<file path="config.mk">
export PLATFORM = sky130hd
export DESIGN_NAME = spm_menu
export DESIGN_NICKNAME = d
export VERILOG_FILES = /design/src/design/spm_pkg.sv /design/src/design/spm_digit_edit.sv /design/src/design/spm_menu.sv /design/src/design/spm_sec_tick.sv
export VERILOG_INCLUDE_DIRS = /design/src /design/src/design
export SDC_FILE = /design/constraint.sdc
export NUM_CORES = 2
export LEC_CHECK = 0
export ABC_AREA = 0
export BUFFER_PORTS_ARGS = -buffer_cell sky130_fd_sc_hd__buf_4
export CORE_ASPECT_RATIO = 1.25
export CORE_MARGIN = 3
export CORE_UTILIZATION = 55
export DETAILED_ROUTE_END_ITERATION = 6
export PLACE_DENSITY = 0.84
export SLEW_MARGIN = 20
export SYNTH_ARGS = -nofsm -noshare
export SYNTH_HDL_FRONTEND = slang
export SYNTH_SLANG_ARGS = --single-unit
</file>
<file path="constraint.sdc">
create_clock -name aclk -period 27.3 [get_ports aclk]
set_clock_uncertainty 0.15 [all_clocks]
set_input_delay 4.095 -clock aclk [delete_from_list [all_inputs] [get_ports aclk]]
set_output_delay 4.095 -clock aclk [all_outputs]
set_load 0.005 [all_outputs]
</file>
<file path="src/design/spm_params.svh">
`ifndef SPM_PARAMS_SVH
`define SPM_PARAMS_SVH
// Function
// - in display mode, select pressed together with up opens the setpoint menu if that menu is enabled.
// - an access code of all zeros means no code, so the menu opens straight away.
// - without a code the menu opens on the alarm one prompt, rate or total variant per alarm one type.
// - with a code the code prompt comes first; select starts digit entry, up/down change, select advances.
// - exit after a correct code shows the alarm one setpoint prompt.
// - a wrong code or ten seconds without a press returns to display mode.
// - in the setpoint menu up or down toggles between the alarm one and alarm two prompts.
// - select on a prompt reveals the setpoint for digit editing with up, down and select.
// - exit after editing returns to that prompt, and a further exit returns to display mode.
// - with the menu disabled the select and up combination does nothing.
// - programme mode opens on the update interval item without a code, otherwise asks for the code.
// - the loop output low and high ends each map to any chosen rate value, linear between.
// - loop calibration shows the low prompt; select reveals the value, top digit first, rate point fixed.
// - exit returns to the low prompt, up/down selects the high prompt, three exits reach display mode.
// - the output may rise or fall with rate and stays linear from 3.5 to 22 mA.
// - a change of rate scale, timebase or rate point forces 3.5 mA until recalibrated.

`define SPM_ADDR_CTRL 8'h00
`define SPM_ADDR_ACODE 8'h04
`define SPM_ADDR_PCODE 8'h08
`define SPM_ADDR_SP1 8'h0c
`define SPM_ADDR_SP2 8'h10
`define SPM_ADDR_LOOP_LO 8'h14
`define SPM_ADDR_LOOP_HI 8'h18
`define SPM_ADDR_STATUS 8'h1c
`define SPM_RESP_OKAY 2'h0
`define SPM_RESP_SLVERR 2'h2

`define SPM_CTRL_RESET 2'h0
`define SPM_CODE_RESET 16'h0000
`define SPM_SP_RESET 32'h0000_0000
`define SPM_LOOP_RESET 24'h00_0000

`define SPM_CODE_DIGITS 4'h4
`define SPM_SP_DIGITS 4'h8
`define SPM_LOOP_DIGITS 4'h6

`define SPM_CLK_PERIOD_NS 32'h0000_0032
`define SPM_SECOND_NS 32'h3b9a_ca00
`define SPM_TICK_CYCLES (`SPM_SECOND_NS / `SPM_CLK_PERIOD_NS)
`define SPM_IDLE_TIMEOUT_S 4'ha

`define SPM_LOOP_FLOOR_UA 15'h0dac
`define SPM_LOOP_ZERO_UA 15'h0fa0
`define SPM_LOOP_CEIL_UA 15'h55f0
`define SPM_SPAN_UA 15'h3e80
`define SPM_DIV_STEPS 6'h28
`endif

</file>
<file path="src/design/spm_pkg.sv">
package spm_pkg;
  typedef enum logic [10:0] {
    ST_DISPLAY = 11'h001,
    ST_CODE_PROMPT = 11'h002,
    ST_CODE_EDIT = 11'h004,
    ST_SP1_PROMPT = 11'h008,
    ST_SP2_PROMPT = 11'h010,
    ST_SP_EDIT = 11'h020,
    ST_PROG_UPDATE = 11'h040,
    ST_PROG_LOOP = 11'h080,
    ST_LOOP_LO = 11'h100,
    ST_LOOP_HI = 11'h200,
    ST_LOOP_EDIT = 11'h400
  } spm_state_t;

  typedef struct packed {
    logic select;
    logic up;
    logic down;
    logic exit_btn;
  } spm_buttons_t;

  typedef struct packed {
    logic enable;
    logic alarm_one_total;
  } spm_ctrl_t;
endpackage

</file>
<file path="src/design/spm_digit_edit.sv">
`timescale 1ns/1ps
module spm_digit_edit (
  input wire logic aclk,
  input wire logic aresetn,
  input wire logic load,
  input wire logic [31:0] load_value,
  input wire logic [3:0] digits,
  input wire logic up,
  input wire logic down,
  input wire logic advance,
  output logic [31:0] value,
  output logic [2:0] pos
);
  wire [31:0] next_value;
  logic [2:0] next_pos;
  logic [3:0] ndig;

  // each digit wraps 0..9 on its own, no carry into neighbours
  for (genvar g = 0; g < 8; g++) begin : gen_digit
    wire [3:0] d = value[4*g +: 4];
    wire here = (pos == 3'(g));
    assign next_value[4*g +: 4] = load ? load_value[4*g +: 4] :
      (here && up) ? ((d >= 4'h9) ? 4'h0 : d + 4'h1) :
      (here && down) ? ((d == 4'h0) ? 4'h9 : d - 4'h1) : d;
  end

  // top digit first, then walk down and wrap
  always_comb begin
    next_pos = pos;
    if (load) begin
      next_pos = 3'(digits - 4'h1);
    end else if (advance) begin
      next_pos = (pos == 3'h0) ? 3'(ndig - 4'h1) : pos - 3'h1;
    end
  end

  always_ff @(posedge aclk) begin
    if (!aresetn) begin
      value <= 32'h0000_0000;
      pos <= 3'h0;
      ndig <= 4'h8;
    end else begin
      value <= next_value;
      pos <= next_pos;
      ndig <= load ? digits : ndig;
    end
  end
endmodule

</file>
<file path="src/design/spm_menu.sv">
`timescale 1ns/1ps
`include "spm_params.svh"
module spm_menu
  import spm_pkg::*;
#(
  parameter int unsigned TICK_CYCLES = `SPM_TICK_CYCLES
) (
  input wire logic aclk,
  input wire logic aresetn,
  input wire logic [7:0] awaddr,
  input wire logic awvalid,
  output logic awready,
  input wire logic [31:0] wdata,
  input wire logic [3:0] wstrb,
  input wire logic wvalid,
  output logic wready,
  output logic [1:0] bresp,
  output logic bvalid,
  input wire logic bready,
  input wire logic [7:0] araddr,
  input wire logic arvalid,
  output logic arready,
  output logic [31:0] rdata,
  output logic [1:0] rresp,
  output logic rvalid,
  input wire logic rready,
  input wire spm_buttons_t buttons,
  input wire logic [19:0] rate_display,
  input wire logic [23:0] rate_scale_factor,
  input wire logic [1:0] rate_timebase,
  input wire logic [2:0] rate_dp,
  output spm_state_t menu_state,
  output logic alarm_one_total_prompt,
  output logic [31:0] edit_value,
  output logic [2:0] edit_digit,
  output logic [2:0] edit_dp,
  output logic [14:0] loop_current_ua
);
  function automatic logic [31:0] spm_merge(input logic [31:0] old, input logic [31:0] d, input logic [3:0] s);
    for (int i = 0; i < 4; i++) begin
      if (s[i]) begin
        old[8*i +: 8] = d[8*i +: 8];
      end
    end
    return old;
  endfunction

  function automatic logic [19:0] spm_bcd(input logic [23:0] b);
    logic [19:0] acc;
    acc = 20'h0_0000;
    for (int i = 5; i >= 0; i--) begin
      acc = 20'(acc * 20'h0_000a) + 20'(b[4*i +: 4]);
    end
    return acc;
  endfunction

  ////////////////////////////////////////////////////////////////////////
  spm_state_t state, next_state;
  spm_buttons_t btn_q, rise;
  spm_ctrl_t ctrl, next_ctrl;
  logic [15:0] acode, next_acode, pcode, next_pcode;
  logic [31:0] sp1, next_sp1, sp2, next_sp2;
  logic [23:0] loop_lo, next_loop_lo, loop_hi, next_loop_hi;
  logic code_for_prog, next_prog, sp_sel, next_sp_sel, hi_sel, next_hi_sel;
  logic [3:0] idle_secs, next_idle;
  logic forced, next_forced, clr_forced, cal_change, primed;
  logic [23:0] scale_q;
  logic [1:0] tb_q;
  logic [2:0] dp_q, next_dp;
  logic ed_load, ed_up, ed_down, ed_adv, sec_tick, press_ev, sp_menu, wr_en, code_ok;
  logic [31:0] ed_value;
  logic [3:0] ed_digits;

  assign rise = buttons & ~btn_q;
  assign press_ev = |rise;
  assign wr_en = awready;
  assign code_ok = edit_value[15:0] == (code_for_prog ? pcode : acode);
  assign sp_menu = !code_for_prog && (state inside {ST_CODE_PROMPT, ST_CODE_EDIT, ST_SP1_PROMPT,
    ST_SP2_PROMPT, ST_SP_EDIT});
  assign cal_change = primed && (rate_scale_factor != scale_q || rate_timebase != tb_q || rate_dp != dp_q);
  assign menu_state = state;
  assign alarm_one_total_prompt = ctrl.alarm_one_total;

  spm_sec_tick #(.CYCLES(TICK_CYCLES)) u_tick (
    .aclk(aclk),
    .aresetn(aresetn),
    .tick(sec_tick)
  );

  spm_digit_edit u_edit (
    .aclk(aclk),
    .aresetn(aresetn),
    .load(ed_load),
    .load_value(ed_value),
    .digits(ed_digits),
    .up(ed_up),
    .down(ed_down),
    .advance(ed_adv),
    .value(edit_value),
    .pos(edit_digit)
  );

  always_comb begin
    next_state = state;
    next_prog = code_for_prog;
    next_sp_sel = sp_sel;
    next_hi_sel = hi_sel;
    next_ctrl = ctrl;
    next_acode = acode;
    next_pcode = pcode;
    next_sp1 = sp1;
    next_sp2 = sp2;
    next_loop_lo = loop_lo;
    next_loop_hi = loop_hi;
    next_idle = idle_secs;
    next_dp = 3'h0;
    clr_forced = 1'b0;
    ed_load = 1'b0;
    ed_value = 32'h0000_0000;
    ed_digits = `SPM_SP_DIGITS;
    ed_up = 1'b0;
    ed_down = 1'b0;
    ed_adv = 1'b0;
    if (state inside {ST_CODE_EDIT, ST_SP_EDIT, ST_LOOP_EDIT}) begin
      ed_up = rise.up;
      ed_down = rise.down;
      ed_adv = rise.select;
    end
    unique case (state)
      ST_DISPLAY: begin
        if (press_ev && buttons.select && buttons.up) begin
          if (ctrl.enable) begin
            next_prog = 1'b0;
            next_state = (acode == `SPM_CODE_RESET) ? ST_SP1_PROMPT : ST_CODE_PROMPT;
          end
        end else if (press_ev && buttons.select && buttons.exit_btn) begin
          next_prog = 1'b1;
          next_state = (pcode == `SPM_CODE_RESET) ? ST_PROG_UPDATE : ST_CODE_PROMPT;
        end
      end
      ST_CODE_PROMPT: begin
        if (rise.select) begin
          ed_load = 1'b1;
          ed_digits = `SPM_CODE_DIGITS;
          next_state = ST_CODE_EDIT;
        end else if (rise.exit_btn) begin
          next_state = ST_DISPLAY;
        end
      end
      ST_CODE_EDIT: begin
        if (rise.exit_btn) begin
          next_state = !code_ok ? ST_DISPLAY : (code_for_prog ? ST_PROG_UPDATE : ST_SP1_PROMPT);
        end
      end
      ST_SP1_PROMPT, ST_SP2_PROMPT: begin
        if (rise.up || rise.down) begin
          next_state = (state == ST_SP1_PROMPT) ? ST_SP2_PROMPT : ST_SP1_PROMPT;
        end else if (rise.select) begin
          ed_load = 1'b1;
          next_sp_sel = (state == ST_SP2_PROMPT);
          ed_value = (state == ST_SP2_PROMPT) ? sp2 : sp1;
          next_state = ST_SP_EDIT;
        end else if (rise.exit_btn) begin
          next_state = ST_DISPLAY;
        end
      end
      ST_SP_EDIT: begin
        if (rise.exit_btn) begin
          next_sp1 = sp_sel ? sp1 : edit_value;
          next_sp2 = sp_sel ? edit_value : sp2;
          next_state = sp_sel ? ST_SP2_PROMPT : ST_SP1_PROMPT;
        end
      end
      ST_PROG_UPDATE, ST_PROG_LOOP: begin
        if (rise.up || rise.down) begin
          next_state = (state == ST_PROG_UPDATE) ? ST_PROG_LOOP : ST_PROG_UPDATE;
        end else if (rise.select && state == ST_PROG_LOOP) begin
          next_state = ST_LOOP_LO;
        end else if (rise.exit_btn) begin
          next_state = ST_DISPLAY;
        end
      end
      ST_LOOP_LO, ST_LOOP_HI: begin
        if (rise.up || rise.down) begin
          next_state = (state == ST_LOOP_LO) ? ST_LOOP_HI : ST_LOOP_LO;
        end else if (rise.select) begin
          ed_load = 1'b1;
          ed_digits = `SPM_LOOP_DIGITS;
          next_hi_sel = (state == ST_LOOP_HI);
          ed_value = {8'h00, (state == ST_LOOP_HI) ? loop_hi : loop_lo};
          next_dp = rate_dp;
          next_state = ST_LOOP_EDIT;
        end else if (rise.exit_btn) begin
          next_state = ST_PROG_LOOP;
        end
      end
      ST_LOOP_EDIT: begin
        next_dp = rate_dp;
        if (rise.exit_btn) begin
          next_loop_lo = hi_sel ? loop_lo : edit_value[23:0];
          next_loop_hi = hi_sel ? edit_value[23:0] : loop_hi;
          clr_forced = 1'b1;
          next_dp = 3'h0;
          next_state = hi_sel ? ST_LOOP_HI : ST_LOOP_LO;
        end
      end
      default: next_state = ST_DISPLAY;
    endcase
    // idle timer, restarted by any press
    if (!sp_menu || press_ev) begin
      next_idle = 4'h0;
    end else if (sec_tick) begin
      next_idle = idle_secs + 4'h1;
      if (idle_secs == `SPM_IDLE_TIMEOUT_S - 4'h1) begin
        next_state = ST_DISPLAY;
      end
    end
    if (wr_en) begin
      unique case (awaddr)
        `SPM_ADDR_CTRL: next_ctrl = wstrb[0] ? spm_ctrl_t'(wdata[1:0]) : ctrl;
        `SPM_ADDR_ACODE: next_acode = 16'(spm_merge({16'h0000, acode}, wdata, wstrb));
        `SPM_ADDR_PCODE: next_pcode = 16'(spm_merge({16'h0000, pcode}, wdata, wstrb));
        `SPM_ADDR_SP1: next_sp1 = spm_merge(sp1, wdata, wstrb);
        `SPM_ADDR_SP2: next_sp2 = spm_merge(sp2, wdata, wstrb);
        `SPM_ADDR_LOOP_LO: begin
          next_loop_lo = 24'(spm_merge({8'h00, loop_lo}, wdata, wstrb));
          clr_forced = 1'b1;
        end
        `SPM_ADDR_LOOP_HI: begin
          next_loop_hi = 24'(spm_merge({8'h00, loop_hi}, wdata, wstrb));
          clr_forced = 1'b1;
        end
        default: next_ctrl = ctrl;
      endcase
    end
    // calibration change wins over a clear
    next_forced = cal_change ? 1'b1 : (clr_forced ? 1'b0 : forced);
  end

  always_ff @(posedge aclk) begin
    if (!aresetn) begin
      state <= ST_DISPLAY;
      btn_q <= 4'h0;
      code_for_prog <= 1'b0;
      sp_sel <= 1'b0;
      hi_sel <= 1'b0;
      ctrl <= `SPM_CTRL_RESET;
      acode <= `SPM_CODE_RESET;
      pcode <= `SPM_CODE_RESET;
      sp1 <= `SPM_SP_RESET;
      sp2 <= `SPM_SP_RESET;
      loop_lo <= `SPM_LOOP_RESET;
      loop_hi <= `SPM_LOOP_RESET;
      idle_secs <= 4'h0;
      forced <= 1'b1;
      primed <= 1'b0;
      scale_q <= 24'h00_0000;
      tb_q <= 2'h0;
      dp_q <= 3'h0;
      edit_dp <= 3'h0;
    end else begin
      state <= next_state;
      btn_q <= buttons;
      code_for_prog <= next_prog;
      sp_sel <= next_sp_sel;
      hi_sel <= next_hi_sel;
      ctrl <= next_ctrl;
      acode <= next_acode;
      pcode <= next_pcode;
      sp1 <= next_sp1;
      sp2 <= next_sp2;
      loop_lo <= next_loop_lo;
      loop_hi <= next_loop_hi;
      idle_secs <= next_idle;
      forced <= next_forced;
      primed <= 1'b1;
      scale_q <= rate_scale_factor;
      tb_q <= rate_timebase;
      dp_q <= rate_dp;
      edit_dp <= next_dp;
    end
  end

  ////////////////////////////////////////////////////////////////////////
  // loop current: serial restoring divide, one step per cycle
  logic [20:0] rem, next_rem, trial;
  logic [39:0] numq, next_numq, quo;
  logic [19:0] den, next_den, lo_bin, hi_bin, diff;
  logic [5:0] div_cnt, next_cnt;
  logic neg, next_neg, ge;
  logic [14:0] next_loop;

  always_comb begin
    lo_bin = spm_bcd(loop_lo);
    hi_bin = spm_bcd(loop_hi);
    diff = (rate_display >= lo_bin) ? rate_display - lo_bin : lo_bin - rate_display;
    trial = {rem[19:0], numq[39]};
    ge = trial >= {1'b0, den};
    quo = {numq[38:0], ge};
    next_rem = rem;
    next_numq = numq;
    next_den = den;
    next_neg = neg;
    next_loop = loop_current_ua;
    next_cnt = div_cnt - 6'h01;
    if (div_cnt == 6'h00) begin
      next_den = (hi_bin >= lo_bin) ? hi_bin - lo_bin : lo_bin - hi_bin;
      next_neg = (rate_display < lo_bin) ^ (hi_bin < lo_bin);
      next_numq = 40'(diff) * 40'(`SPM_SPAN_UA);
      next_rem = 21'h00_0000;
      next_cnt = `SPM_DIV_STEPS;
    end else begin
      next_rem = ge ? trial - {1'b0, den} : trial;
      next_numq = quo;
      if (div_cnt == 6'h01) begin
        if (den == 20'h0_0000) begin
          next_loop = `SPM_LOOP_FLOOR_UA;
        end else if (neg) begin
          next_loop = (quo > 40'(`SPM_LOOP_ZERO_UA - `SPM_LOOP_FLOOR_UA)) ? `SPM_LOOP_FLOOR_UA :
            `SPM_LOOP_ZERO_UA - quo[14:0];
        end else begin
          next_loop = (quo > 40'(`SPM_LOOP_CEIL_UA - `SPM_LOOP_ZERO_UA)) ? `SPM_LOOP_CEIL_UA :
            `SPM_LOOP_ZERO_UA + quo[14:0];
        end
      end
    end
    if (forced) begin
      next_loop = `SPM_LOOP_FLOOR_UA;
    end
  end

  always_ff @(posedge aclk) begin
    if (!aresetn) begin
      rem <= 21'h00_0000;
      numq <= 40'h00_0000_0000;
      den <= 20'h0_0000;
      neg <= 1'b0;
      div_cnt <= 6'h00;
      loop_current_ua <= `SPM_LOOP_FLOOR_UA;
    end else begin
      rem <= next_rem;
      numq <= next_numq;
      den <= next_den;
      neg <= next_neg;
      div_cnt <= next_cnt;
      loop_current_ua <= next_loop;
    end
  end

  ////////////////////////////////////////////////////////////////////////
  // aw and w are taken together, so either arrival order just waits
  logic next_awready, next_bvalid, next_arready, next_rvalid;
  logic [1:0] next_bresp, next_rresp;
  logic [31:0] next_rdata;

  always_comb begin
    next_awready = awvalid && wvalid && !awready && !bvalid;
    next_bvalid = bvalid && !bready;
    next_bresp = bresp;
    if (awready) begin
      next_bvalid = 1'b1;
      next_bresp = (awaddr <= `SPM_ADDR_STATUS && awaddr[1:0] == 2'h0) ? `SPM_RESP_OKAY : `SPM_RESP_SLVERR;
    end
    next_arready = arvalid && !arready && !rvalid;
    next_rvalid = rvalid && !rready;
    next_rdata = rdata;
    next_rresp = rresp;
    if (arready) begin
      next_rvalid = 1'b1;
      next_rresp = `SPM_RESP_OKAY;
      unique case (araddr)
        `SPM_ADDR_CTRL: next_rdata = {30'h0000_0000, ctrl};
        `SPM_ADDR_ACODE: next_rdata = {16'h0000, acode};
        `SPM_ADDR_PCODE: next_rdata = {16'h0000, pcode};
        `SPM_ADDR_SP1: next_rdata = sp1;
        `SPM_ADDR_SP2: next_rdata = sp2;
        `SPM_ADDR_LOOP_LO: next_rdata = {8'h00, loop_lo};
        `SPM_ADDR_LOOP_HI: next_rdata = {8'h00, loop_hi};
        `SPM_ADDR_STATUS: next_rdata = {loop_current_ua, forced, 5'h00, state};
        default: begin
          next_rdata = 32'h0000_0000;
          next_rresp = `SPM_RESP_SLVERR;
        end
      endcase
    end
  end

  always_ff @(posedge aclk) begin
    if (!aresetn) begin
      awready <= 1'b0;
      wready <= 1'b0;
      bvalid <= 1'b0;
      bresp <= `SPM_RESP_OKAY;
      arready <= 1'b0;
      rvalid <= 1'b0;
      rdata <= 32'h0000_0000;
      rresp <= `SPM_RESP_OKAY;
    end else begin
      awready <= next_awready;
      wready <= next_awready;
      bvalid <= next_bvalid;
      bresp <= next_bresp;
      arready <= next_arready;
      rvalid <= next_rvalid;
      rdata <= next_rdata;
      rresp <= next_rresp;
    end
  end
endmodule

</file>
<file path="src/design/spm_sec_tick.sv">
`timescale 1ns/1ps
module spm_sec_tick #(
  parameter int unsigned CYCLES = 20000000
) (
  input wire logic aclk,
  input wire logic aresetn,
  output logic tick
);
  logic [24:0] count;
  logic [24:0] next_count;
  logic next_tick;

  always_comb begin
    next_tick = 1'b0;
    next_count = count + 25'h000_0001;
    if (count >= 25'(CYCLES - 1)) begin
      next_count = 25'h000_0000;
      next_tick = 1'b1;
    end
  end

  always_ff @(posedge aclk) begin
    if (!aresetn) begin
      count <= 25'h000_0000;
      tick <= 1'b0;
    end else begin
      count <= next_count;
      tick <= next_tick;
    end
  end
endmodule

</file>
==> impl_results.md <==
- Post-synth top area share: 0.2172
- Worst IR drop on VDD: between 200 and 250 uV
- Slew HR: 0.1787
- Via density: 6.300
- Crit end category: register
- H-tree depth: 2
- Worst slew pin tran: 1.227 ns
- Yosys Warn Count: 0
- Final Hold Viols: 0
- Hold WC Path Type: register to register
- Chip Height: just under 300 um
- Post-synth ARST share: 0
- DR pass1 iterations: 7
- CP bufs+invs: 6
- WP data required: between 20 and 30 ns
- Synth area leaders: dfxtp_1 (22%), ha_1 (14%), nor2_1 (5.6%)
- Synth-to-Final Area Change: 9.956%
- CTS clock-pin slew for the worst setup and hold paths: roughly 0.060 ns
- Detailed Route Iter0 Violations: ~3000
- Number of synthesized register bits: between 400 and 500
- Worst path max stage delay: 0.76 ns
- Final setup fails: 0
- Initial Utilization: 0.5562
- Routed vias: roughly 36000
- MaxCap Viol Count: 0
- Fmax: ~60 MHz
- Multi-input logic area: roughly 27000 um^2
- CTS sink cnt: 405
- Post-Syn Area per Cell: between 7 and 8 um^2
- Reg2reg start: loop_lo[23]$_SDFFE_PN0P_
- Synth Cell Area: 37330 um^2
- Critical path data arrival time: 17.10 ns
- P per Cell Area: 83.27 nW/um^2
- Port bufs: roughly 220
- GRT Total Usage: 0.3240
- Post-CTS Resized: 0
- Min Hold Slack: ~0.29 ns
- First-pass GRT wire length: 186000 um
- Total gr overflow: 0
- Count of flip-flops with a built-in enable after synthesis: 0
- Tot Pwr: 3.418 mW
- DRC: 12
- Post-CTS Setup Inserts: 0
- Crit path max-delay family: adder cells
- Clk_lat worst skew: 0.64 ns
- Main synth FF type: dfxtp_1
- Antenna Cells: 0
- GPL Wtd Cong: 1.020
- Violations in the final reports: DRC
- Hpwl dp: approximately 92000 um
- Unrepaired setup endpoints after global routing: no
- FF+latch area: between 8000 and 9000 um^2
- P_leak: 18.24 nW
- Routed WL per cell: 20.80 um
- Crit path kind: register to register
- Min Tclk post-route: around 17 ns
- Hold path start: rvalid$_SDFF_PN0_
- Top cell by count, worst path: ha_1
- Share of layout cells above drive strength 1: 0.08642
- Fin nets: roughly 5400
- Clock root buffer: clkbuf_16
- Post-synthesis sequential area ratio: 0.2172
- CP Launch Point: loop_lo[23]$_SDFFE_PN0P_
- Distinct cell type count after synthesis: 107
- CTS tree: built
- Final worst path period share: 0.6141
- Crit-path max FO: 29
- Number of global-route vias before repair: roughly 35000
- Crit-path slowest cell: xor2_1
- Total die area: 71050 um^2
- Final Slew Violations: 0
- Largest net degree at the start of global routing: between 70 and 80
- Die Wd: 239.0 um
- Cells after synthesis: 4687
- Hold_buf cts: 0
- FILL cells: ~5900
- Routed WL: ~120000 um
- Core footprint: around 67000 um^2
- Setup TNS: 0 ns
- # IOs: 218
- Initial antenna violation count: 0
- CTS Buffer Depth: 3
- Status: finished, violations left
- TritonCTS Buffers: 45
- Core Util, Final: 0.6116
- Startpoint types: register
- Row Count: 106
- Final ANT Viol Nets: 0
- Yosys top cell by area: dfxtp_1
## state kept, by name, summed over array words and instances (netlist names), 2 cells and up
name,flops
acode,16
btn_q,4
den,20
div_cnt,6
dp_q,3
edit_dp,3
idle_secs,4
loop_current_ua,15
loop_hi,24
loop_lo,24
menu_state,11
numq,40
pcode,16
rdata,32
rem,20
scale_q,24
sp1,32
sp2,32
tb_q,2
u_edit.ndig,2
u_edit.pos,3
u_edit.value,32
u_tick.count,25
## cells by family after synthesis
logic type / Yosys count / synth area share
buf+inv: 551 / 0.05886
mux: 167 / 0.04602
compound gates: 1200 / 0.2093
xor+xnor: 381 / 0.09114
other cells: 1 / 0.0001005
fa+ha+maj: 510 / 0.1879
flops: 405 / 0.2172
simple gates: 1472 / 0.1894
## report_power, final
part,switching [mW],total (mW),internal [mW]
Sequential,0.0363,0.669,0.633
Clock,0.277,0.654,0.377
Combinational,1.22,2.09,0.870
Total,1.54,3.42,1.88
## final timing paths
check                              to  slack (ns)  depth (start not counted)
hold / removal     arready$_SDFF_PN0_        0.29                          1
setup reg to reg  numq[32]$_SDFF_PN0_       10.54                         66
setup / recovery  numq[32]$_SDFF_PN0_       10.54                         66
hold reg to reg    arready$_SDFF_PN0_        0.29                          1
## synthesized netlist by cell type (all sizes together) (20+ instances only)
cell,count
a21o,77
a211oi,128
a221oi,23
nand4,44
o22ai,42
nand2,283
a31oi,45
fa,85
dfxtp,405
o211ai,34
a21oi,312
or3,29
mux2,27
xnor2,226
nand2b,67
inv,349
a22oi,34
mux2i,139
and3,36
xor2,153
nor4,48
ha,423
o21a,20
nor2b,67
nor3,89
o21ai,263
buf,42
nand3,113
nor2,556
o21bai,43
and2,52
o221ai,49
clkbuf,155
## through the flow
stage                     worst slack (ns)  cells  cell area [um^2]
final                                10.54   5689             41040
after CTS                            10.63   5689             41040
after global routing                 9.279   5689             41040
after global placement               11.12   5606             39440
after floorplan                      12.29   4690             37340
after detailed placement             10.70   5606             39450
## cell usage in the layout (no fill, tap or decap), drive strengths merged, types with 15 or more instances in the layout
| cell type | n |
|---|---|
| nor2 | 556 |
| ha | 423 |
| dfxtp | 405 |
| inv | 355 |
| a21oi | 312 |
| nand2 | 283 |
| o21ai | 263 |
| buf | 249 |
| xnor2 | 226 |
| xor2 | 153 |
| mux2i | 139 |
| a211oi | 128 |
| nand3 | 113 |
| nor3 | 89 |
| fa | 85 |
| a21o | 77 |
| nand2b | 67 |
| nor2b | 67 |
| clkbuf | 59 |
| and2 | 52 |
| o221ai | 49 |
| nor4 | 48 |
| a31oi | 45 |
| nand4 | 44 |
| o21bai | 43 |
| o22ai | 42 |
| and3 | 36 |
| o211ai | 34 |
| a22oi | 34 |
| or3 | 29 |
| mux2 | 27 |
| a221oi | 23 |
| o21a | 20 |
| nand3b | 18 |
| nor3b | 16 |
| a311oi | 15 |
| clkinv | 15 |
## worst register-to-register path: cells and delay by family (launching register included)
kind	cells	cell delay, ns
AOI/OAI and AO/OA	20	3.88
xor gates and xnor gates	12	3.35
adders and majority gates	16	5.46
buffers and inverters	6	0.69
DFF	1	0.47
muxes	1	0.28
and+or+nand+nor	11	2.32
## routing by layer
metal  global-route usage  up-vias  routed length [um]  part of all wire
met5                    0        -                   0                 0
met4               0.2447        0               10840             0.092
met3              0.06065      609                9654             0.082
met2               0.5472     1797               55000              0.46
met1               0.3598    16590               42840              0.36
li1                     -    16850                   -                 -
## layout make-up
cell class | instances | share of cell area
clock inverter | 24 | 0.008353
inverter | 354 | 0.03244
sequential | 405 | 0.1976
tap | 864 | 0.02634
clock buffer | 59 | 0.03043
multi-input combinational | 3734 | 0.6593
timing repair buffer | 249 | 0.04555
Note: power is estimated with default switching activity, not from simulation.
